--- src/include/sbp_pkg.sv ---
// package of constants for the sequential byte program sequencer
// assumes a serial flash core that runs on sys_clk at 100 MHz
//
// Function
// [RULE1] host sends write enable before the first sequential program opcode
// [RULE2] host targets only erased locations in sequential mode
// [RULE3] first transaction: opcode, 24-bit address, one data byte, msb first
// [RULE4] later transactions: opcode then one data byte, no address
// [RULE5] chip select release after first transaction starts program at given address
// [RULE6] later bytes program at the address counter without new write enable
// [RULE7] counter loads start address, then steps by one after each byte
// [RULE8] write disable ends the mode and clears the write enable latch
// [RULE9] busy flag is set while a byte program runs
// [RULE10] host polls status at the end of each program cycle
// [RULE11] while busy only a small set of commands is accepted
// [RULE12] in mode accept enable, disable, terminate, status, reset and id reads
// [RULE13] in mode accept further sequential program opcodes
// [RULE14] in mode reject every other command
// [RULE15] several data bytes in one transaction: only the last is programmed
// [RULE16] release off a byte boundary or before data aborts and clears the latch
// [RULE17] protected start address: no program, latch cleared
// [RULE18] after the last byte before a protected block leave mode, clear latch
// [RULE19] no wrap: after the last array byte leave mode, clear latch
// [RULE20] entering a block with suspended erase leaves the mode
// [RULE21] whenever the write enable latch clears, the mode ends
// [RULE22] a failed byte sets program and erase error flags
// [RULE23] busy sits at bit 0 of the first status register
package sbp_pkg;
   localparam logic [7:0] OP_SEQ_A     = 8'hAD;
   localparam logic [7:0] OP_SEQ_B     = 8'hAF;
   localparam logic [7:0] OP_WREN      = 8'h06;
   localparam logic [7:0] OP_WRDI      = 8'h04;
   localparam logic [7:0] OP_TERM      = 8'hF0;
   localparam logic [7:0] OP_RST_EN    = 8'h66;
   localparam logic [7:0] OP_RST       = 8'h99;
   localparam logic [7:0] OP_STAT1     = 8'h05;
   localparam logic [7:0] OP_STAT2     = 8'h35;
   localparam logic [7:0] OP_STAT3     = 8'h15;
   localparam logic [7:0] OP_STATX     = 8'h65;
   localparam logic [7:0] OP_ID_A      = 8'h9F;
   localparam logic [7:0] OP_ID_B      = 8'h90;
   localparam logic [7:0] OP_ID_C      = 8'h94;
   localparam int         ADDR_W       = 24;
   localparam int         BLK_LSB      = 16;
   localparam logic [23:0] LAST_ADDR   = 24'h07FFF;
   localparam int         NUM_BLK      = 8;
   localparam int         SR_BUSY_BIT  = 0;
   localparam int         SR_WEL_BIT   = 1;
   localparam int         CLK_PERIOD_NS        = 10;
   localparam int         BYTE_PROG_TIME_NS    = 8000;
   localparam int         BYTE_PROG_CYCLES     =
      (BYTE_PROG_TIME_NS + CLK_PERIOD_NS - 1) / CLK_PERIOD_NS;
   localparam logic [2:0] BYTES_INIT   = 3'h5;
   localparam logic [2:0] BYTES_NEXT   = 3'h2;
   typedef enum logic [1:0] {
      K_NONE = 2'b00,
      K_INIT = 2'b01,
      K_NEXT = 2'b10
   } sbp_kind_t;
   typedef enum logic [1:0] {
      E_IDLE  = 2'b00,
      E_WRITE = 2'b01,
      E_WAIT  = 2'b10
   } sbp_eng_t;
endpackage

--- src/include/sbp_prog_if.sv ---
// carrier between the sequencer and its byte program engine
// assumes both ends run on sys_clk
`timescale 1ns/100ps
`default_nettype none
interface sbp_prog_if;
   logic        start;
   logic [23:0] addr;
   logic [7:0]  data;
   logic        busy;
   logic        done;
   logic        fail;
   modport ctl (output start, output addr, output data,
                input busy, input done, input fail);
   modport eng (input start, input addr, input data,
                output busy, output done, output fail);
endinterface
`default_nettype wire

--- src/sbp_prog_engine.sv ---
// self-timed single byte program engine
// assumes the array takes array_we as a one-cycle write and reports array_fail
`timescale 1ns/100ps
`default_nettype none
module sbp_prog_engine
   import sbp_pkg::*;
#(
   parameter int PROG_CYCLES = BYTE_PROG_CYCLES
) (
   // clock and reset
   input  wire logic  sys_clk,
   input  wire logic  rst,
   // sequencer side
   sbp_prog_if.eng    prog,
   // array side
   output logic       array_we,
   output logic [23:0] array_addr,
   output logic [7:0] array_data,
   input  wire logic  array_fail
);
   localparam int A_DONE_MAX = 1000;
   sbp_eng_t    state;
   logic [15:0] cnt;

   // ----------------------------------------
   // sequencing
   // ----------------------------------------
   always_ff @(posedge sys_clk) begin
      if (rst) begin
         state <= E_IDLE;
         cnt   <= 16'h0000;
      end else begin
         case (state)
            E_IDLE: begin
               if (prog.start) begin
                  state <= E_WRITE;
               end
            end
            E_WRITE: begin
               state <= E_WAIT;
               cnt   <= 16'(PROG_CYCLES - 1);
            end
            E_WAIT: begin
               if (cnt == 16'h0000) begin
                  state <= E_IDLE;
               end else begin
                  cnt <= cnt - 16'h0001;
               end
            end
            default: state <= E_IDLE;
         endcase
      end
   end

   always_ff @(posedge sys_clk) begin
      if (rst) begin
         array_addr <= 24'h000000;
         array_data <= 8'h00;
      end else if (prog.start && state == E_IDLE) begin
         array_addr <= prog.addr;
         array_data <= prog.data;
      end
   end

   always_ff @(posedge sys_clk) begin
      if (rst) begin
         prog.done <= 1'b0;
         prog.fail <= 1'b0;
      end else begin
         prog.done <= (state == E_WAIT) && (cnt == 16'h0000);
         prog.fail <= (state == E_WAIT) && (cnt == 16'h0000) && array_fail;
      end
   end

   assign array_we  = (state == E_WRITE);
   assign prog.busy = (state != E_IDLE) || prog.start;  // [RULE9]

   // ----------------------------------------
   // checks
   // ----------------------------------------
   a_prog_time_bound: assert property (  // [RULE9]
      @(posedge sys_clk) disable iff (rst)
      (prog.start && state == E_IDLE) |=> prog.busy[*2] ##[1:A_DONE_MAX] prog.done)
      else $error("byte program did not finish in time");
endmodule
`default_nettype wire

--- src/sbp_seq_top.sv ---
// sequential byte program sequencer of a serial flash
// assumes spi pins arrive asynchronously and the array sits behind sbp_prog_engine
`timescale 1ns/100ps
`default_nettype none
module sbp_seq_top
   import sbp_pkg::*;
#(
   parameter int          BLKS     = NUM_BLK,
   parameter logic [23:0] LAST     = LAST_ADDR,
   parameter int          P_CYCLES = BYTE_PROG_CYCLES
) (
   // clock and reset
   input  wire logic            sys_clk,
   input  wire logic            rst,
   // serial pins
   input  wire logic            spi_sck,
   input  wire logic            spi_cs_n,
   input  wire logic            spi_si,
   // protection and suspend state, error flag clear
   input  wire logic [BLKS-1:0] block_protect,
   input  wire logic            erase_suspended,
   input  wire logic [7:0]      suspended_block,
   input  wire logic            error_clear,
   // array
   output logic                 array_we,
   output logic [23:0]          array_addr,
   output logic [7:0]           array_data,
   input  wire logic            array_fail,
   // status
   output logic [7:0]           first_status_register,
   output logic                 write_enable_latch,
   output logic                 busy_flag,
   output logic                 sequential_mode_flag,
   output logic                 program_error_flag,
   output logic                 erase_error_flag,
   output logic [23:0]          address_counter,
   output logic                 cmd_accept,
   output logic                 cmd_reject,
   output logic [7:0]           cmd_opcode
);
   // ----------------------------------------
   // decode helpers
   // ----------------------------------------
   function automatic logic is_seq(input logic [7:0] op);
      return (op == OP_SEQ_A) || (op == OP_SEQ_B);
   endfunction

   function automatic logic ok_busy(input logic [7:0] op);
      return (op == OP_STAT1) || (op == OP_STAT2) || (op == OP_STAT3)
          || (op == OP_STATX) || (op == OP_TERM) || (op == OP_RST_EN)
          || (op == OP_RST);
   endfunction

   function automatic logic ok_mode(input logic [7:0] op);
      return ok_busy(op) || (op == OP_WREN) || (op == OP_WRDI)
          || (op == OP_ID_A) || (op == OP_ID_B) || (op == OP_ID_C);
   endfunction

   function automatic logic prot(input logic [23:0] a, input logic [BLKS-1:0] p);
      logic [7:0] b;
      b = a[BLK_LSB +: 8];
      return (int'(b) >= BLKS) ? 1'b1 : p[b[$clog2(BLKS)-1:0]];
   endfunction

   // ----------------------------------------
   // pin synchronisers
   // ----------------------------------------
   logic sck_s1, sck_s2, sck_s3;
   logic cs_s1, cs_s2, cs_s3;
   logic si_s1, si_s2;

   always_ff @(posedge sys_clk) begin
      if (rst) begin
         sck_s1 <= 1'b0;
         sck_s2 <= 1'b0;
         sck_s3 <= 1'b0;
         cs_s1  <= 1'b1;
         cs_s2  <= 1'b1;
         cs_s3  <= 1'b1;
         si_s1  <= 1'b0;
         si_s2  <= 1'b0;
      end else begin
         sck_s1 <= spi_sck;
         sck_s2 <= sck_s1;
         sck_s3 <= sck_s2;
         cs_s1  <= spi_cs_n;
         cs_s2  <= cs_s1;
         cs_s3  <= cs_s2;
         si_s1  <= spi_si;
         si_s2  <= si_s1;
      end
   end

   logic sck_rise, cs_rise, cs_low;
   assign sck_rise = sck_s2 && !sck_s3;
   assign cs_rise  = cs_s2 && !cs_s3;
   assign cs_low   = !cs_s2;

   // ----------------------------------------
   // bit and byte capture
   // ----------------------------------------
   logic [31:0] shreg;
   logic [2:0]  bit_cnt;
   logic [2:0]  byte_cnt;
   logic [23:0] start_addr;
   logic        bit_in;
   logic        op_done;
   logic [7:0]  next_op;

   assign bit_in  = sck_rise && cs_low;
   assign op_done = bit_in && bit_cnt == 3'h7 && byte_cnt == 3'h0;
   assign next_op = {shreg[6:0], si_s2};

   always_ff @(posedge sys_clk) begin
      if (rst) begin
         shreg    <= 32'h00000000;
         bit_cnt  <= 3'h0;
         byte_cnt <= 3'h0;
      end else if (!cs_low) begin
         bit_cnt  <= 3'h0;
         byte_cnt <= 3'h0;
      end else if (bit_in) begin
         shreg   <= {shreg[30:0], si_s2};  // [RULE3] [RULE4]
         bit_cnt <= bit_cnt + 3'h1;
         if (bit_cnt == 3'h7 && byte_cnt != 3'h7) begin
            byte_cnt <= byte_cnt + 3'h1;
         end
      end
   end

   always_ff @(posedge sys_clk) begin
      if (rst) begin
         start_addr <= 24'h000000;
      end else if (bit_in && bit_cnt == 3'h7 && byte_cnt == 3'h3) begin
         start_addr <= {shreg[22:0], si_s2};  // [RULE3]
      end
   end

   // ----------------------------------------
   // command classification
   // ----------------------------------------
   sbp_kind_t kind;
   logic      cmd_ok;
   logic      rst_armed;

   always_ff @(posedge sys_clk) begin
      if (rst) begin
         kind       <= K_NONE;
         cmd_ok     <= 1'b0;
         cmd_accept <= 1'b0;
         cmd_reject <= 1'b0;
         cmd_opcode <= 8'h00;
      end else begin
         cmd_accept <= 1'b0;
         cmd_reject <= 1'b0;
         if (cs_rise) begin
            kind   <= K_NONE;
            cmd_ok <= 1'b0;
         end else if (op_done) begin
            cmd_opcode <= next_op;
            kind       <= K_NONE;
            if (busy_flag) begin
               cmd_ok     <= ok_busy(next_op);  // [RULE11]
               cmd_accept <= ok_busy(next_op);
               cmd_reject <= !ok_busy(next_op);
            end else if (sequential_mode_flag) begin
               cmd_ok     <= ok_mode(next_op) || is_seq(next_op);  // [RULE12] [RULE13]
               cmd_accept <= ok_mode(next_op) || is_seq(next_op);
               cmd_reject <= !(ok_mode(next_op) || is_seq(next_op));  // [RULE14]
               if (is_seq(next_op)) begin
                  kind <= K_NEXT;  // [RULE4]
               end
            end else begin
               cmd_ok     <= 1'b1;
               cmd_accept <= 1'b1;
               if (is_seq(next_op) && write_enable_latch) begin
                  kind <= K_INIT;  // [RULE1]
               end
            end
         end
      end
   end

   // ----------------------------------------
   // end of transaction actions
   // ----------------------------------------
   logic on_byte, whole_cmd;
   logic init_go, next_go, seq_abort;
   logic wren_go, wel_drop, mode_exit;
   logic at_last, next_prot, next_susp;
   logic [23:0] cnt_inc;
   sbp_prog_if prog ();

   assign on_byte   = (bit_cnt == 3'h0);
   assign whole_cmd = cs_rise && cmd_ok && on_byte && byte_cnt != 3'h0;
   assign init_go   = cs_rise && kind == K_INIT && on_byte && byte_cnt >= BYTES_INIT
                      && !prot(start_addr, block_protect);  // [RULE5] [RULE17]
   assign next_go   = cs_rise && kind == K_NEXT && on_byte
                      && byte_cnt >= BYTES_NEXT;  // [RULE6]
   assign seq_abort = cs_rise && kind != K_NONE && !init_go && !next_go;  // [RULE16] [RULE17]

   assign cnt_inc   = address_counter + 24'h000001;
   assign at_last   = (address_counter == LAST);
   assign next_prot = prot(cnt_inc, block_protect);
   assign next_susp = erase_suspended && cnt_inc[BLK_LSB +: 8] == suspended_block;

   assign wren_go   = whole_cmd && cmd_opcode == OP_WREN;
   assign wel_drop  = seq_abort  // [RULE16]
                   || (whole_cmd && cmd_opcode == OP_WRDI)  // [RULE8]
                   || (whole_cmd && cmd_opcode == OP_TERM)
                   || (whole_cmd && cmd_opcode == OP_RST && rst_armed)
                   || (prog.done && sequential_mode_flag
                       && (at_last || next_prot));  // [RULE18] [RULE19]
   assign mode_exit = prog.done && next_susp;  // [RULE20]

   always_ff @(posedge sys_clk) begin
      if (rst) begin
         rst_armed <= 1'b0;
      end else if (whole_cmd) begin
         rst_armed <= (cmd_opcode == OP_RST_EN);
      end
   end

   always_ff @(posedge sys_clk) begin
      if (rst) begin
         write_enable_latch <= 1'b0;
      end else if (wren_go) begin
         write_enable_latch <= 1'b1;
      end else if (wel_drop) begin
         write_enable_latch <= 1'b0;
      end
   end

   always_ff @(posedge sys_clk) begin
      if (rst) begin
         sequential_mode_flag <= 1'b0;
      end else if (!write_enable_latch || wel_drop || mode_exit) begin
         sequential_mode_flag <= 1'b0;  // [RULE21]
      end else if (init_go) begin
         sequential_mode_flag <= 1'b1;
      end
   end

   always_ff @(posedge sys_clk) begin
      if (rst) begin
         address_counter <= 24'h000000;
      end else if (init_go) begin
         address_counter <= start_addr;  // [RULE7]
      end else if (prog.done && !at_last) begin
         address_counter <= cnt_inc;  // [RULE7] [RULE19]
      end
   end

   always_ff @(posedge sys_clk) begin
      if (rst) begin
         program_error_flag <= 1'b0;
         erase_error_flag   <= 1'b0;
      end else if (prog.fail) begin
         program_error_flag <= 1'b1;  // [RULE22]
         erase_error_flag   <= 1'b1;
      end else if (error_clear) begin
         program_error_flag <= 1'b0;
         erase_error_flag   <= 1'b0;
      end
   end

   // ----------------------------------------
   // program engine
   // ----------------------------------------
   assign prog.start = init_go || next_go;
   assign prog.addr  = init_go ? start_addr : address_counter;
   assign prog.data  = shreg[7:0];  // [RULE15]

   sbp_prog_engine #(
      .PROG_CYCLES (P_CYCLES)
   ) u_engine (
      .sys_clk    (sys_clk),
      .rst        (rst),
      .prog       (prog),
      .array_we   (array_we),
      .array_addr (array_addr),
      .array_data (array_data),
      .array_fail (array_fail)
   );

   assign busy_flag = prog.busy;  // [RULE9]

   always_comb begin
      first_status_register = 8'h00;
      first_status_register[SR_BUSY_BIT] = busy_flag;  // [RULE23]
      first_status_register[SR_WEL_BIT]  = write_enable_latch;
   end

   // ----------------------------------------
   // checks
   // ----------------------------------------
   a_mode_needs_wel: assert property (  // [RULE21]
      @(posedge sys_clk) disable iff (rst)
      !write_enable_latch |=> !sequential_mode_flag)
      else $error("mode kept without write enable latch");

   a_counter_load: assert property (  // [RULE7]
      @(posedge sys_clk) disable iff (rst)
      init_go |=> address_counter == $past(start_addr) && sequential_mode_flag)
      else $error("counter not loaded from start address");

   a_counter_step: assert property (  // [RULE7]
      @(posedge sys_clk) disable iff (rst)
      (prog.done && !at_last && !init_go)
         |=> address_counter == $past(address_counter) + 24'h000001)
      else $error("counter did not step by one");

   a_partial_abort: assert property (  // [RULE16]
      @(posedge sys_clk) disable iff (rst)
      (cs_rise && kind != K_NONE && !on_byte) |-> !prog.start ##1 !write_enable_latch)
      else $error("partial byte did not abort");

   a_last_exit: assert property (  // [RULE19]
      @(posedge sys_clk) disable iff (rst)
      (prog.done && at_last && sequential_mode_flag)
         |=> !write_enable_latch && !sequential_mode_flag)
      else $error("no exit after last array byte");

   a_wrdi_clears: assert property (  // [RULE8]
      @(posedge sys_clk) disable iff (rst)
      (whole_cmd && cmd_opcode == OP_WRDI) |=> !write_enable_latch ##1 !sequential_mode_flag)
      else $error("write disable left latch or mode set");

   a_fail_flags: assert property (  // [RULE22]
      @(posedge sys_clk) disable iff (rst)
      prog.fail |=> program_error_flag && erase_error_flag)
      else $error("program failure not flagged");

   a_busy_reject: assert property (  // [RULE11]
      @(posedge sys_clk) disable iff (rst)
      (op_done && busy_flag && is_seq(next_op)) |=> cmd_reject && kind == K_NONE)
      else $error("sequential opcode taken while busy");

   a_mode_reject: assert property (  // [RULE14]
      @(posedge sys_clk) disable iff (rst)
      (op_done && !busy_flag && sequential_mode_flag && next_op == 8'h03) |=> cmd_reject)
      else $error("array read accepted in sequential mode");

   a_busy_bit: assert property (  // [RULE23]
      @(posedge sys_clk) disable iff (rst)
      prog.start |=> first_status_register[0] [*3])
      else $error("busy bit not shown while programming");
endmodule
`default_nettype wire

--- config.mk ---
export PLATFORM = sky130hd
export DESIGN_NAME = sbp_seq_top
export DESIGN_NICKNAME = d
export VERILOG_FILES = /design/src/include/sbp_pkg.sv /design/src/include/sbp_prog_if.sv /design/src/sbp_prog_engine.sv /design/src/sbp_seq_top.sv
export SDC_FILE = /design/constraint.sdc
export NUM_CORES = 1
export LEC_CHECK = 0
export ABC_AREA = 0
export BUFFER_PORTS_ARGS = -buffer_cell sky130_fd_sc_hd__buf_2
export CAP_MARGIN = 20
export CELL_PAD_IN_SITES_DETAIL_PLACEMENT = 0
export CELL_PAD_IN_SITES_GLOBAL_PLACEMENT = 1
export CORE_UTILIZATION = 40
export DETAILED_ROUTE_END_ITERATION = 12
export GPL_TIMING_DRIVEN = 0
export PLACE_DENSITY_LB_ADDON = 0.25
export REMOVE_ABC_BUFFERS = 1
export SLEW_MARGIN = 20
export SYNTH_ARGS = -nofsm -noshare
export SYNTH_HDL_FRONTEND = slang
export SYNTH_SLANG_ARGS = --single-unit
--- constraint.sdc ---
create_clock -name sys_clk -period 2.7 [get_ports sys_clk]
set_input_delay 0.135 -clock sys_clk [delete_from_list [all_inputs] [get_ports sys_clk]]
set_output_delay 0.135 -clock sys_clk [all_outputs]
set_load 0.01 [all_outputs]
Word level (Yosys, flattened, before mapping)
Cells that the tools add are included.
{"block": "totals", "register_bits": 154, "inputBits": 24, "output_inout_bits": 80}
{"block": "op_classes", "addsub": 4, "magnitude_cmp": 6, "eq_ne": 31, "muxes": 26, "n_bitwise": 3, "reduce_logical": 86}
{"cell": "$eq A8 B8 Y1 const B", "n": 9}
{"cell": "$mux W24", "n": 3}
{"cell": "$eq A8 B3 Y1 const B", "n": 5}
{"cell": "$logic_and A1 B1 Y1", "n": 34}
{"cell": "$pmux W16 S2", "n": 1}
{"cell": "$add A24 B1 Y24 const B", "n": 1}
{"cell": "$eq A24 B15 Y1 const B", "n": 1}
{"cell": "$eq A8 B7 Y1 const B", "n": 3}
{"cell": "$logic_or A1 B1 Y1", "n": 22}
{"cell": "$ge A8 B4 Y1 const B", "n": 2}
{"cell": "$logic_not A16 Y1", "n": 1}
{"cell": "$mux W16", "n": 1}
{"cell": "$sub A16 B1 Y16 const B", "n": 1}
{"cell": "$mux W1", "n": 13}
{"cell": "$reduce_bool A2 Y1", "n": 6}
{"cell": "$logic_not A1 Y1", "n": 10}
{"cell": "$mux W2", "n": 5}
{"cell": "$reduce_and A2 Y1", "n": 5}
{"cell": "$eq A8 B5 Y1 const B", "n": 1}
{"cell": "$eq A8 B6 Y1 const B", "n": 1}
{"cell": "$eq A8 B8 Y1", "n": 1}
{"cell": "$lt A3 B4 Y1 const B", "n": 2}
{"cell": "$add A3 B1 Y3 const B", "n": 2}
{"cell": "$bmux W1 S3", "n": 2}
{"cell": "other kinds (16)", "n": 24}

Logic depth before layout (Yosys ltp)
Gate-level depths: netlist of the first run.
{"block": "depth", "word_depth": 16, "ltp_mapped": 11, "mapped_depth_nobuf": 9}

Hierarchy
Synthesis of the first run repeated with hierarchy kept, for this count alone.
{"block": "hier_totals", "cells_unflattened": 915, "area_unflattened_um2": 7156.9}
{"mod": "sbp_seq_top", "instances": 1, "cells_per_inst": 666, "area_each_um2": 5117.4}
{"mod": "sbp_prog_engine", "instances": 1, "cells_per_inst": 249, "area_each_um2": 2039.5}

Worst setup path after synthesis of the first run
OpenSTA, ideal clock, no wires.
{"block": "synth_path", "path_kind": "flip-flop to flip-flop", "from": "reg address_counter[0]", "to": "reg sequential_mode_flag", "setup_ns": 0.127, "t_arrival_ns": 2.275, "required_time_ns": 2.573, "slack_ns": 0.298, "stages_incl_launch_ff": 9, "path_buffers": 0, "path_cell_list": "dfxtp_1 > ha_1 > nand4_1 > nor4_4 > o31a_1 > a21oi_1 > a2111o_1 > o41ai_2 > nor3_1"}
{"block": "synth_via", "elab_chain_cells": 10, "elab_cells_between_ends": 15}
{"element": "start, declared", "line_no": "sbp_seq_top.sv:36", "source": "output logic [23:0] address_counter,"}
{"element": "start signal, assigned", "line_no": "sbp_seq_top.sv:248", "source": "address_counter <= start_addr;"}
{"element": "start signal, assigned", "line_no": "sbp_seq_top.sv:250", "source": "address_counter <= cnt_inc;"}
{"element": "parallel branches: the longest is 8 deep, another holds $add A24 B1 Y24"}
{"element": "$logic_or A1 B1 Y1 (*)", "line_no": "sbp_seq_top.sv:237", "source": "end else if (!write_enable_latch || wel_drop || mode_exit) begin"}
{"element": "$reduce_or A2 Y1 (no source line) (*)"}
{"element": "end signal, assigned", "line_no": "sbp_seq_top.sv:236", "source": "sequential_mode_flag <= 1'b0;"}
{"element": "end signal, assigned", "line_no": "sbp_seq_top.sv:238", "source": "sequential_mode_flag <= 1'b0;"}
{"element": "end signal, assigned", "line_no": "sbp_seq_top.sv:240", "source": "sequential_mode_flag <= 1'b1;"}
{"element": "end, declared", "line_no": "sbp_seq_top.sv:33", "source": "output logic sequential_mode_flag,"}
Mark *: on every way between the ends. The select of a mux whose other input is x is not followed.
A chain may end at the register's enable or synchronous reset.

Worst setup path after layout of the first run
{"block": "layout_path", "from": "reg byte_cnt[1]", "to": "out busy_flag"}
{"block": "layout_via", "elab_chain_cells": 5, "elab_cells_between_ends": 7}
{"element": "start, declared", "line_no": "sbp_seq_top.sv:104", "source": "logic [2:0] byte_cnt;"}
{"element": "start signal, assigned", "line_no": "sbp_seq_top.sv:126", "source": "byte_cnt <= byte_cnt + 3'h1;"}
{"element": "$ge A3 B3 Y1", "line_no": "sbp_seq_top.sv:196", "source": "assign init_go = cs_rise && kind == K_INIT && on_byte && byte_cnt >= BYTES_INIT"}
{"element": "$logic_and A1 B1 Y1", "line_no": "sbp_seq_top.sv:196"}
{"element": "$logic_and A1 B1 Y1", "line_no": "sbp_seq_top.sv:197", "source": "&& !prot(start_addr, block_protect);"}
{"element": "$logic_or A1 B1 Y1 (*)", "line_no": "sbp_seq_top.sv:270", "source": "assign prog.start = init_go || next_go;"}
{"element": "$logic_or A1 B1 Y1 (*)", "line_no": "sbp_prog_engine.sv:76", "source": "assign prog.busy = (state != E_IDLE) || prog.start;"}
{"element": "end, declared", "line_no": "sbp_seq_top.sv:32", "source": "output logic busy_flag,"}
Mark *: on every way between the ends. The rest lies on a longest branch, timed or not.

==> run metrics, run 1 <==
outcome=finished clean; number of placed instances, taps included=1145; Final Slew Violations=0; Hold Path Depth=2; CTS tree=yes; Synth Area in Compound Gates=around 16%; CORE AREA=about 17000 um^2; number of buffers added by the clock tree synthesis step=17; Hold/Removal Path Class=input pin to flop; starting density of the core=a little over 40%; final weighted congestion of routability-driven global placement=between 0.8 and 0.9; number of flip-flops and latches in the synthesized netlist=roughly 150; start point of the worst min-delay path=rst; I/O pin count=between 100 and 150; antenna cell count=0; Clock Skew=around 0.0095 ns; number of placement rows=between 40 and 50; root cell of the clock tree=sky130_fd_sc_hd__clkbuf_16; layout overhead on the synthesized area=21.5%; worst ir drop on vdd=0.445 mV; xor and xnor fraction of the mapped netlist area=5.13%; DRC violation count after routing=0; upper clock frequency limit=just under 0.4 GHz; depth of the CTS H-tree=4; P per Cell Area=591 nW/um^2; per-instance average area after synthesis=roughly 8.1 um^2; number of antenna violations at the first check in global routing=0; Sequential cell area=~3000 um^2; CTS clk-pin slew, worst paths=0.06 ns; GRT Total Usage=20.1%; dominant combinational cell family by area after synthesis=simple AND/OR/NAND/NOR gates; largest fanout on the critical path=20; half-perimeter wire length of the detailed placement result=12.2 mm; fraction of registers with async set/reset=0%; Slew @ Worst Pin=roughly 0.90 ns; category of the critical setup timing path=flop to primary output; period utilization=95.5%; post-synthesis cell type count=64; Die Y=136 um; pin count of the biggest net entering global routing=86; adder and majority gate portion of the synthesized area=~1.7%; count of input and output buffers=97; per-cell routed wire length=about 16 um; count of mapped cells out of synthesis=just under 900; length in cells of the worst reg-to-reg path=7; CTS sink cnt=154; commonest cells after routing, fill and taps aside=sky130_fd_sc_hd__nand2_1, sky130_fd_sc_hd__dfxtp_1, sky130_fd_sc_hd__buf_2; endpoint of the most critical register-to-register path=sequential_mode_flag$_SDFFE_PP0P_; endpoint of the worst hold path=u_engine.cnt[11]$_SDFFE_PP0P_; Setup violations, final=0; number of enable-type register cells in the synthesized netlist=0; crit end category=primary output; maximum count of clock buffers along a single path=2; DRT Wirelength=between 15 and 20 mm; Critical Path RT=2.57 ns; multiplexer fraction of the synthesized cell area=around 2.5%; yosys warns=0; normalized max-slew margin=~40%; CP arrival=roughly 2.4 ns; source of the worst register-to-register timing path=address_counter[6]$_SDFFE_PP0P_; Detailed Route Iter0 Violations=405; via count of the first global-routing pass=around 5700; Layout Nets=~990; first-pass GRT wire length=just under 30 mm; flip-flop cell with the highest count after synthesis=sky130_fd_sc_hd__dfxtp_1; leading cell type in the layout, fill and taps excluded=sky130_fd_sc_hd__nand2_1; sequential area share after synthesis=roughly 43%; number of nets with antenna violations after detailed routing=0; footprint of the multi-input gates=slightly below 4000 um^2; total congestion overflow=0; setup slack on the worst flop-to-flop path=around 0.14 ns; launching element type of the critical path=flop; overall via count from detail_route=slightly above 6000; post-synth design cell area=7170 um^2; fill count=about 1800; leak pwr=3.22 nW; Non-Filler Instances=roughly 1200; clk_lat worst skew=~0.42 ns; instance area at placement=slightly below 8000 um^2; number of iterations in the first detailed-routing pass=4; start point of the critical path=byte_cnt[1]$_SDFFE_PP0P_; Max-cap violations=0; min Tclk post-route=roughly 2.6 ns; Synth Area in Simple Gates=27.0%; total die area=18500 um^2; post-layout instance area=between 8000 and 9000 um^2; mean number of vias per cell=~5.2; final hold violations=0; share of cells above drive strength 1=approximately a fifth; chip width=136 um
[logic make-up after synthesis]
family / count (synthesis)
AOI/OAI and AO/OA: 173
xor gates and xnor gates: 42
adders and majority gates: 10
buffers and inverters: 84
DFF: 154
muxes: 15
other: 1
and+or+nand+nor: 405
[critical path, cell delays in order, from the launching register on]
cell and delay (ns):
sky130_fd_sc_hd__dfxtp_1 0.44, sky130_fd_sc_hd__inv_1 0.10, sky130_fd_sc_hd__ha_1 0.22, sky130_fd_sc_hd__o2111ai_4 0.27, sky130_fd_sc_hd__a31oi_4 0.08, sky130_fd_sc_hd__buf_16 0.18, sky130_fd_sc_hd__or4_4 0.54, sky130_fd_sc_hd__buf_2 0.17
[power breakdown]
group          leakage, nW  internal [mW]  switching [mW]
clock network        0.331           1.81           0.947
logic                 1.64         0.0428          0.0656
registers             1.24           2.28         0.00377
total                 3.22           4.13            1.02
[flip-flops by register name, indices dropped and copies added, names as in the netlist, 2 cells and up]
register and flops:
address_counter 24, start_addr 24, u_engine.array_addr 24, shreg 23, u_engine.cnt 16, cmd_opcode 8
u_engine.array_data 8, bit_cnt 3, byte_cnt 3, kind 2, u_engine.state 2
[per-layer routing]
layer | routed length (um) | GRT usage (%) | part of all wire (%) | vias to the layer above
li1 | - | - | - | 3191
met4 | 213 | 6.91 | 1.2 | 0
met1 | 8930 | 27.0 | 48 | 2879
met2 | 8560 | 32.3 | 46 | 123
met5 | 0 | 0 | 0 | -
met3 | 744 | 3.73 | 4.0 | 14
[how the worst max path moves through the flow]
stage / slack, ns / cells after the start / end
3_3_place_gp: -3.02 / 8 / u_engine.array_addr[2]$_SDFFE_PP0P_
3_5_place_dp: -0.67 / 10 / u_engine.array_addr[0]$_SDFFE_PP0P_
2_1_floorplan: -0.96 / 6 / u_engine.array_addr[0]$_SDFFE_PP0P_
4_1_cts: 0.02 / 7 / busy_flag
5_1_grt: -0.02 / 8 / u_engine.array_addr[0]$_SDFFE_PP0P_
6_report: 0.12 / 7 / busy_flag
[cell usage after synthesis, drive strengths merged (10+ instances only)]
| cell type | n | share of area, % |
|---|---|---|
| a211oi | 20 | 2.1 |
| nand3 | 23 | 1.6 |
| nor3 | 21 | 1.5 |
| inv | 14 | 0.73 |
| dfxtp | 154 | 43 |
| xor2 | 19 | 2.3 |
| nor2 | 70 | 3.7 |
| xnor2 | 23 | 2.8 |
| a311oi | 19 | 2.3 |
| buf | 19 | 1.6 |
| nand2 | 205 | 11 |
| a21oi | 95 | 6.6 |
| nand4 | 12 | 1.5 |
| o21ai | 10 | 0.70 |
| nor4 | 12 | 1.6 |
| ha | 10 | 1.7 |
| clkbuf | 51 | 2.7 |
[layout make-up]
class                      instances  area share [%]
clock buffer                      22            5.44
clock inverter                    10            2.41
inverter                          14           0.603
multi-input combinational        652            44.8
sequential                       154            35.5
tap                              225            3.23
timing repair buffer             113            8.08
[through the flow]
stage	power [mW]	setup WS, ns	TNS, ns	hold WS, ns	util (%)
2_1_floorplan	2.36	-0.956	-32.18	0.204	-
3_3_place_gp	2.43	-3.02	-175.13	0.320	43.9
3_5_place_dp	2.43	-0.666	-24.08	0.325	44.7
4_1_cts	5.19	0.0227	0	0.118	49.5
5_1_grt	5.30	-0.0213	-0.0369	0.140	50.0
6_report	5.15	0.122	0	0.107	50.0
[timing repair]
| action | in CTS | in global routing |
|---|---|---|
| gates resized for setup | 13 | 12 |
| setup endpoints to repair | 80 | 35 |
| buffers inserted | 4 | 3 |
| endpoints found under the hold margin | 5 | 0 |
| hold buffers | 5 | 0 |
| pin swaps | 2 | 1 |
| gates cloned | 0 | 1 |
(Power assumes the default switching activity.)
==> run 2, diff against run 1 <==
--- a/config.mk
+++ b/config.mk
@@ -11,6 +11,7 @@
 export CELL_PAD_IN_SITES_DETAIL_PLACEMENT = 0
 export CELL_PAD_IN_SITES_GLOBAL_PLACEMENT = 1
 export CORE_UTILIZATION = 40
+export CTS_BUF_LIST = sky130_fd_sc_hd__clkbuf_4 sky130_fd_sc_hd__clkbuf_8
 export DETAILED_ROUTE_END_ITERATION = 12
 export GPL_TIMING_DRIVEN = 0
 export PLACE_DENSITY_LB_ADDON = 0.25
==> run 2 against run 1 <==
Flip-flop and latch count unchanged. Critical path depth stayed put. Register-to-register slack got worse by 0.04 ns. Die area unchanged. Via count rose by 0.72%. Core utilization is 0.89 points lower. Cell count grew 0.17%. Global-route usage about the same. Count of clock-buffer cells in the layout did not move.
==> run metrics, run 2 (synthesized netlist as in run 1, its figures left out) <==
root cell of the clock tree=sky130_fd_sc_hd__clkbuf_8; Design Power=between 4 and 5 mW; outcome=finished clean; number of nets with antenna violations after detailed routing=0; Hold/Removal Path Class=input pin to flop; overall via count from detail_route=approximately 6300; via count of the first global-routing pass=~5700; Slew @ Worst Pin=roughly 0.9 ns; total die area=18500 um^2; number of antenna violations at the first check in global routing=0; first-pass GRT wire length=29.2 mm; Final Slew Violations=0; mean number of vias per cell=around 5.2; start point of the critical path=address_counter[6]$_SDFFE_PP0P_; P per Cell Area=around 530 nW/um^2; CTS tree=yes; post-route core utilization=about 49%; final weighted congestion of routability-driven global placement=just over 0.8; Non-Filler Instances=approximately 1200; Setup violations, final=0; Max-cap violations=0; number of buffers added by the clock tree synthesis step=17; Detailed Route Iter0 Violations=roughly 400; period utilization=between 90% and 100%; CTS sink cnt=154; CP arrival=2.92 ns; Critical Path RT=about 3 ns; endpoint of the worst hold path=u_engine.cnt[11]$_SDFFE_PP0P_; final hold violations=0; category of the critical setup timing path=flop to flop; upper clock frequency limit=0.385 GHz; depth of the CTS H-tree=4; layout overhead on the synthesized area=19.3%; maximum count of clock buffers along a single path=2; number of placed instances, taps included=roughly 1100; setup slack on the worst flop-to-flop path=around 0.1 ns; Hold Path Depth=2; normalized max-slew margin=roughly two fifths; source of the worst register-to-register timing path=address_counter[6]$_SDFFE_PP0P_; number of iterations in the first detailed-routing pass=5; antenna cell count=0; half-perimeter wire length of the detailed placement result=about 12 mm; chip width=136 um; Die Y=approximately 140 um; Layout Nets=a little under 1000; endpoint of the most critical register-to-register path=sequential_mode_flag$_SDFFE_PP0P_; start point of the worst min-delay path=rst; clk_lat worst skew=between 0.4 and 0.5 ns; commonest cells after routing, fill and taps aside=sky130_fd_sc_hd__nand2_1, sky130_fd_sc_hd__dfxtp_1, sky130_fd_sc_hd__buf_2; launching element type of the critical path=flop; leading cell type in the layout, fill and taps excluded=sky130_fd_sc_hd__nand2_1; GRT Total Usage=20.2%; pin count of the biggest net entering global routing=86; count of input and output buffers=a little under 100; leak pwr=3.15 nW; CTS clk-pin slew, worst paths=roughly 0.08 ns; Clock Skew=between 0.01 and 0.015 ns; largest registers ranked by flip-flop count=address_counter: 24 flops, start_addr: 24 flops, u_engine.array_addr: 24 flops; setup TNS after final layout=0 ns; starting density of the core=between 40% and 50%; share of cells above drive strength 1=19.4%; crit end category=flop; CORE AREA=17400 um^2; per-cell routed wire length=about 15 um; length in cells of the worst reg-to-reg path=7; DRC violation count after routing=0; I/O pin count=~100; largest fanout on the critical path=7; total congestion overflow=0; min Tclk post-route=2.60 ns; DRT Wirelength=around 18 mm; worst ir drop on vdd=slightly below 0.4 mV; number of placement rows=48
run 2: cell count changes in the layout (fill, tap and decap cells not counted), moves of 2 or more:
cell,previous run,this run
sky130_fd_sc_hd__clkbuf_4,0,2
sky130_fd_sc_hd__clkbuf_16,17,0
sky130_fd_sc_hd__clkbuf_1,2,0
sky130_fd_sc_hd__clkbuf_8,3,20
run 2: routing by layer:
layer / vias to the layer above / global-route usage, % / share of wire (%)
li1: 3195 / - / -
met5: - / 0 / 0
met1: 2913 / 27.3 / 49
met4: 0 / 6.98 / 1.2
met2: 128 / 31.7 / 46
met3: 16 / 4.29 / 3.8
run 2: layout make-up:
class / instances / area, um^2
clock buffer: 22 / 290
tap: 225 / 282
multi-input combinational: 652 / 3900
clock inverter: 10 / 210
sequential: 154 / 3090
timing repair buffer: 115 / 732
fill: 1777 / 8860
inverter: 14 / 52.6
run 2: stage by stage:
stage               area (um^2)  worst slack [ns]  hold slack [ns]
floorplan                  6890            -0.956            0.204
global placement           7650             -3.02            0.320
detailed placement         7780            -0.666            0.325
CTS                        8450            0.0448           0.0696
global route               8560           -0.0150           0.0899
finish                     8560             0.101           0.0672
run 2: worst max path at each step:
stage / endpoint / slack (ns) / cells past startpoint
2_1_floorplan: u_engine.array_addr[0]$_SDFFE_PP0P_ / -0.96 / 6
3_3_place_gp: u_engine.array_addr[2]$_SDFFE_PP0P_ / -3.02 / 8
3_5_place_dp: u_engine.array_addr[0]$_SDFFE_PP0P_ / -0.67 / 10
4_1_cts: sequential_mode_flag$_SDFFE_PP0P_ / 0.04 / 7
5_1_grt: busy_flag / -0.02 / 8
6_report: sequential_mode_flag$_SDFFE_PP0P_ / 0.10 / 7
run 2: critical path, stage by stage (launching register included):
cell and delay (ns):
sky130_fd_sc_hd__dfxtp_1 0.50, sky130_fd_sc_hd__nand4_4 0.22, sky130_fd_sc_hd__nor4_4 0.51, sky130_fd_sc_hd__nor3b_2 0.38, sky130_fd_sc_hd__nand4_1 0.16, sky130_fd_sc_hd__a2111o_1 0.41, sky130_fd_sc_hd__o41ai_2 0.22, sky130_fd_sc_hd__nor3_1 0.07
run 2: where the power goes:
group          leakage (nW)  switching, mW  internal, mW
Combinational          1.66         0.0658        0.0427
Sequential             1.24        0.00379          2.27
Clock                 0.251          0.872          1.29
Total                  3.15          0.942          3.61
run 2: timing repair:
item	CTS	global route
setup endpoints to repair	80	31
gates resized for setup	14	12
endpoints found under the hold margin	5	0
hold buffers	5	0
buffers inserted	4	5
pin swaps	2	2
cloned	0	1
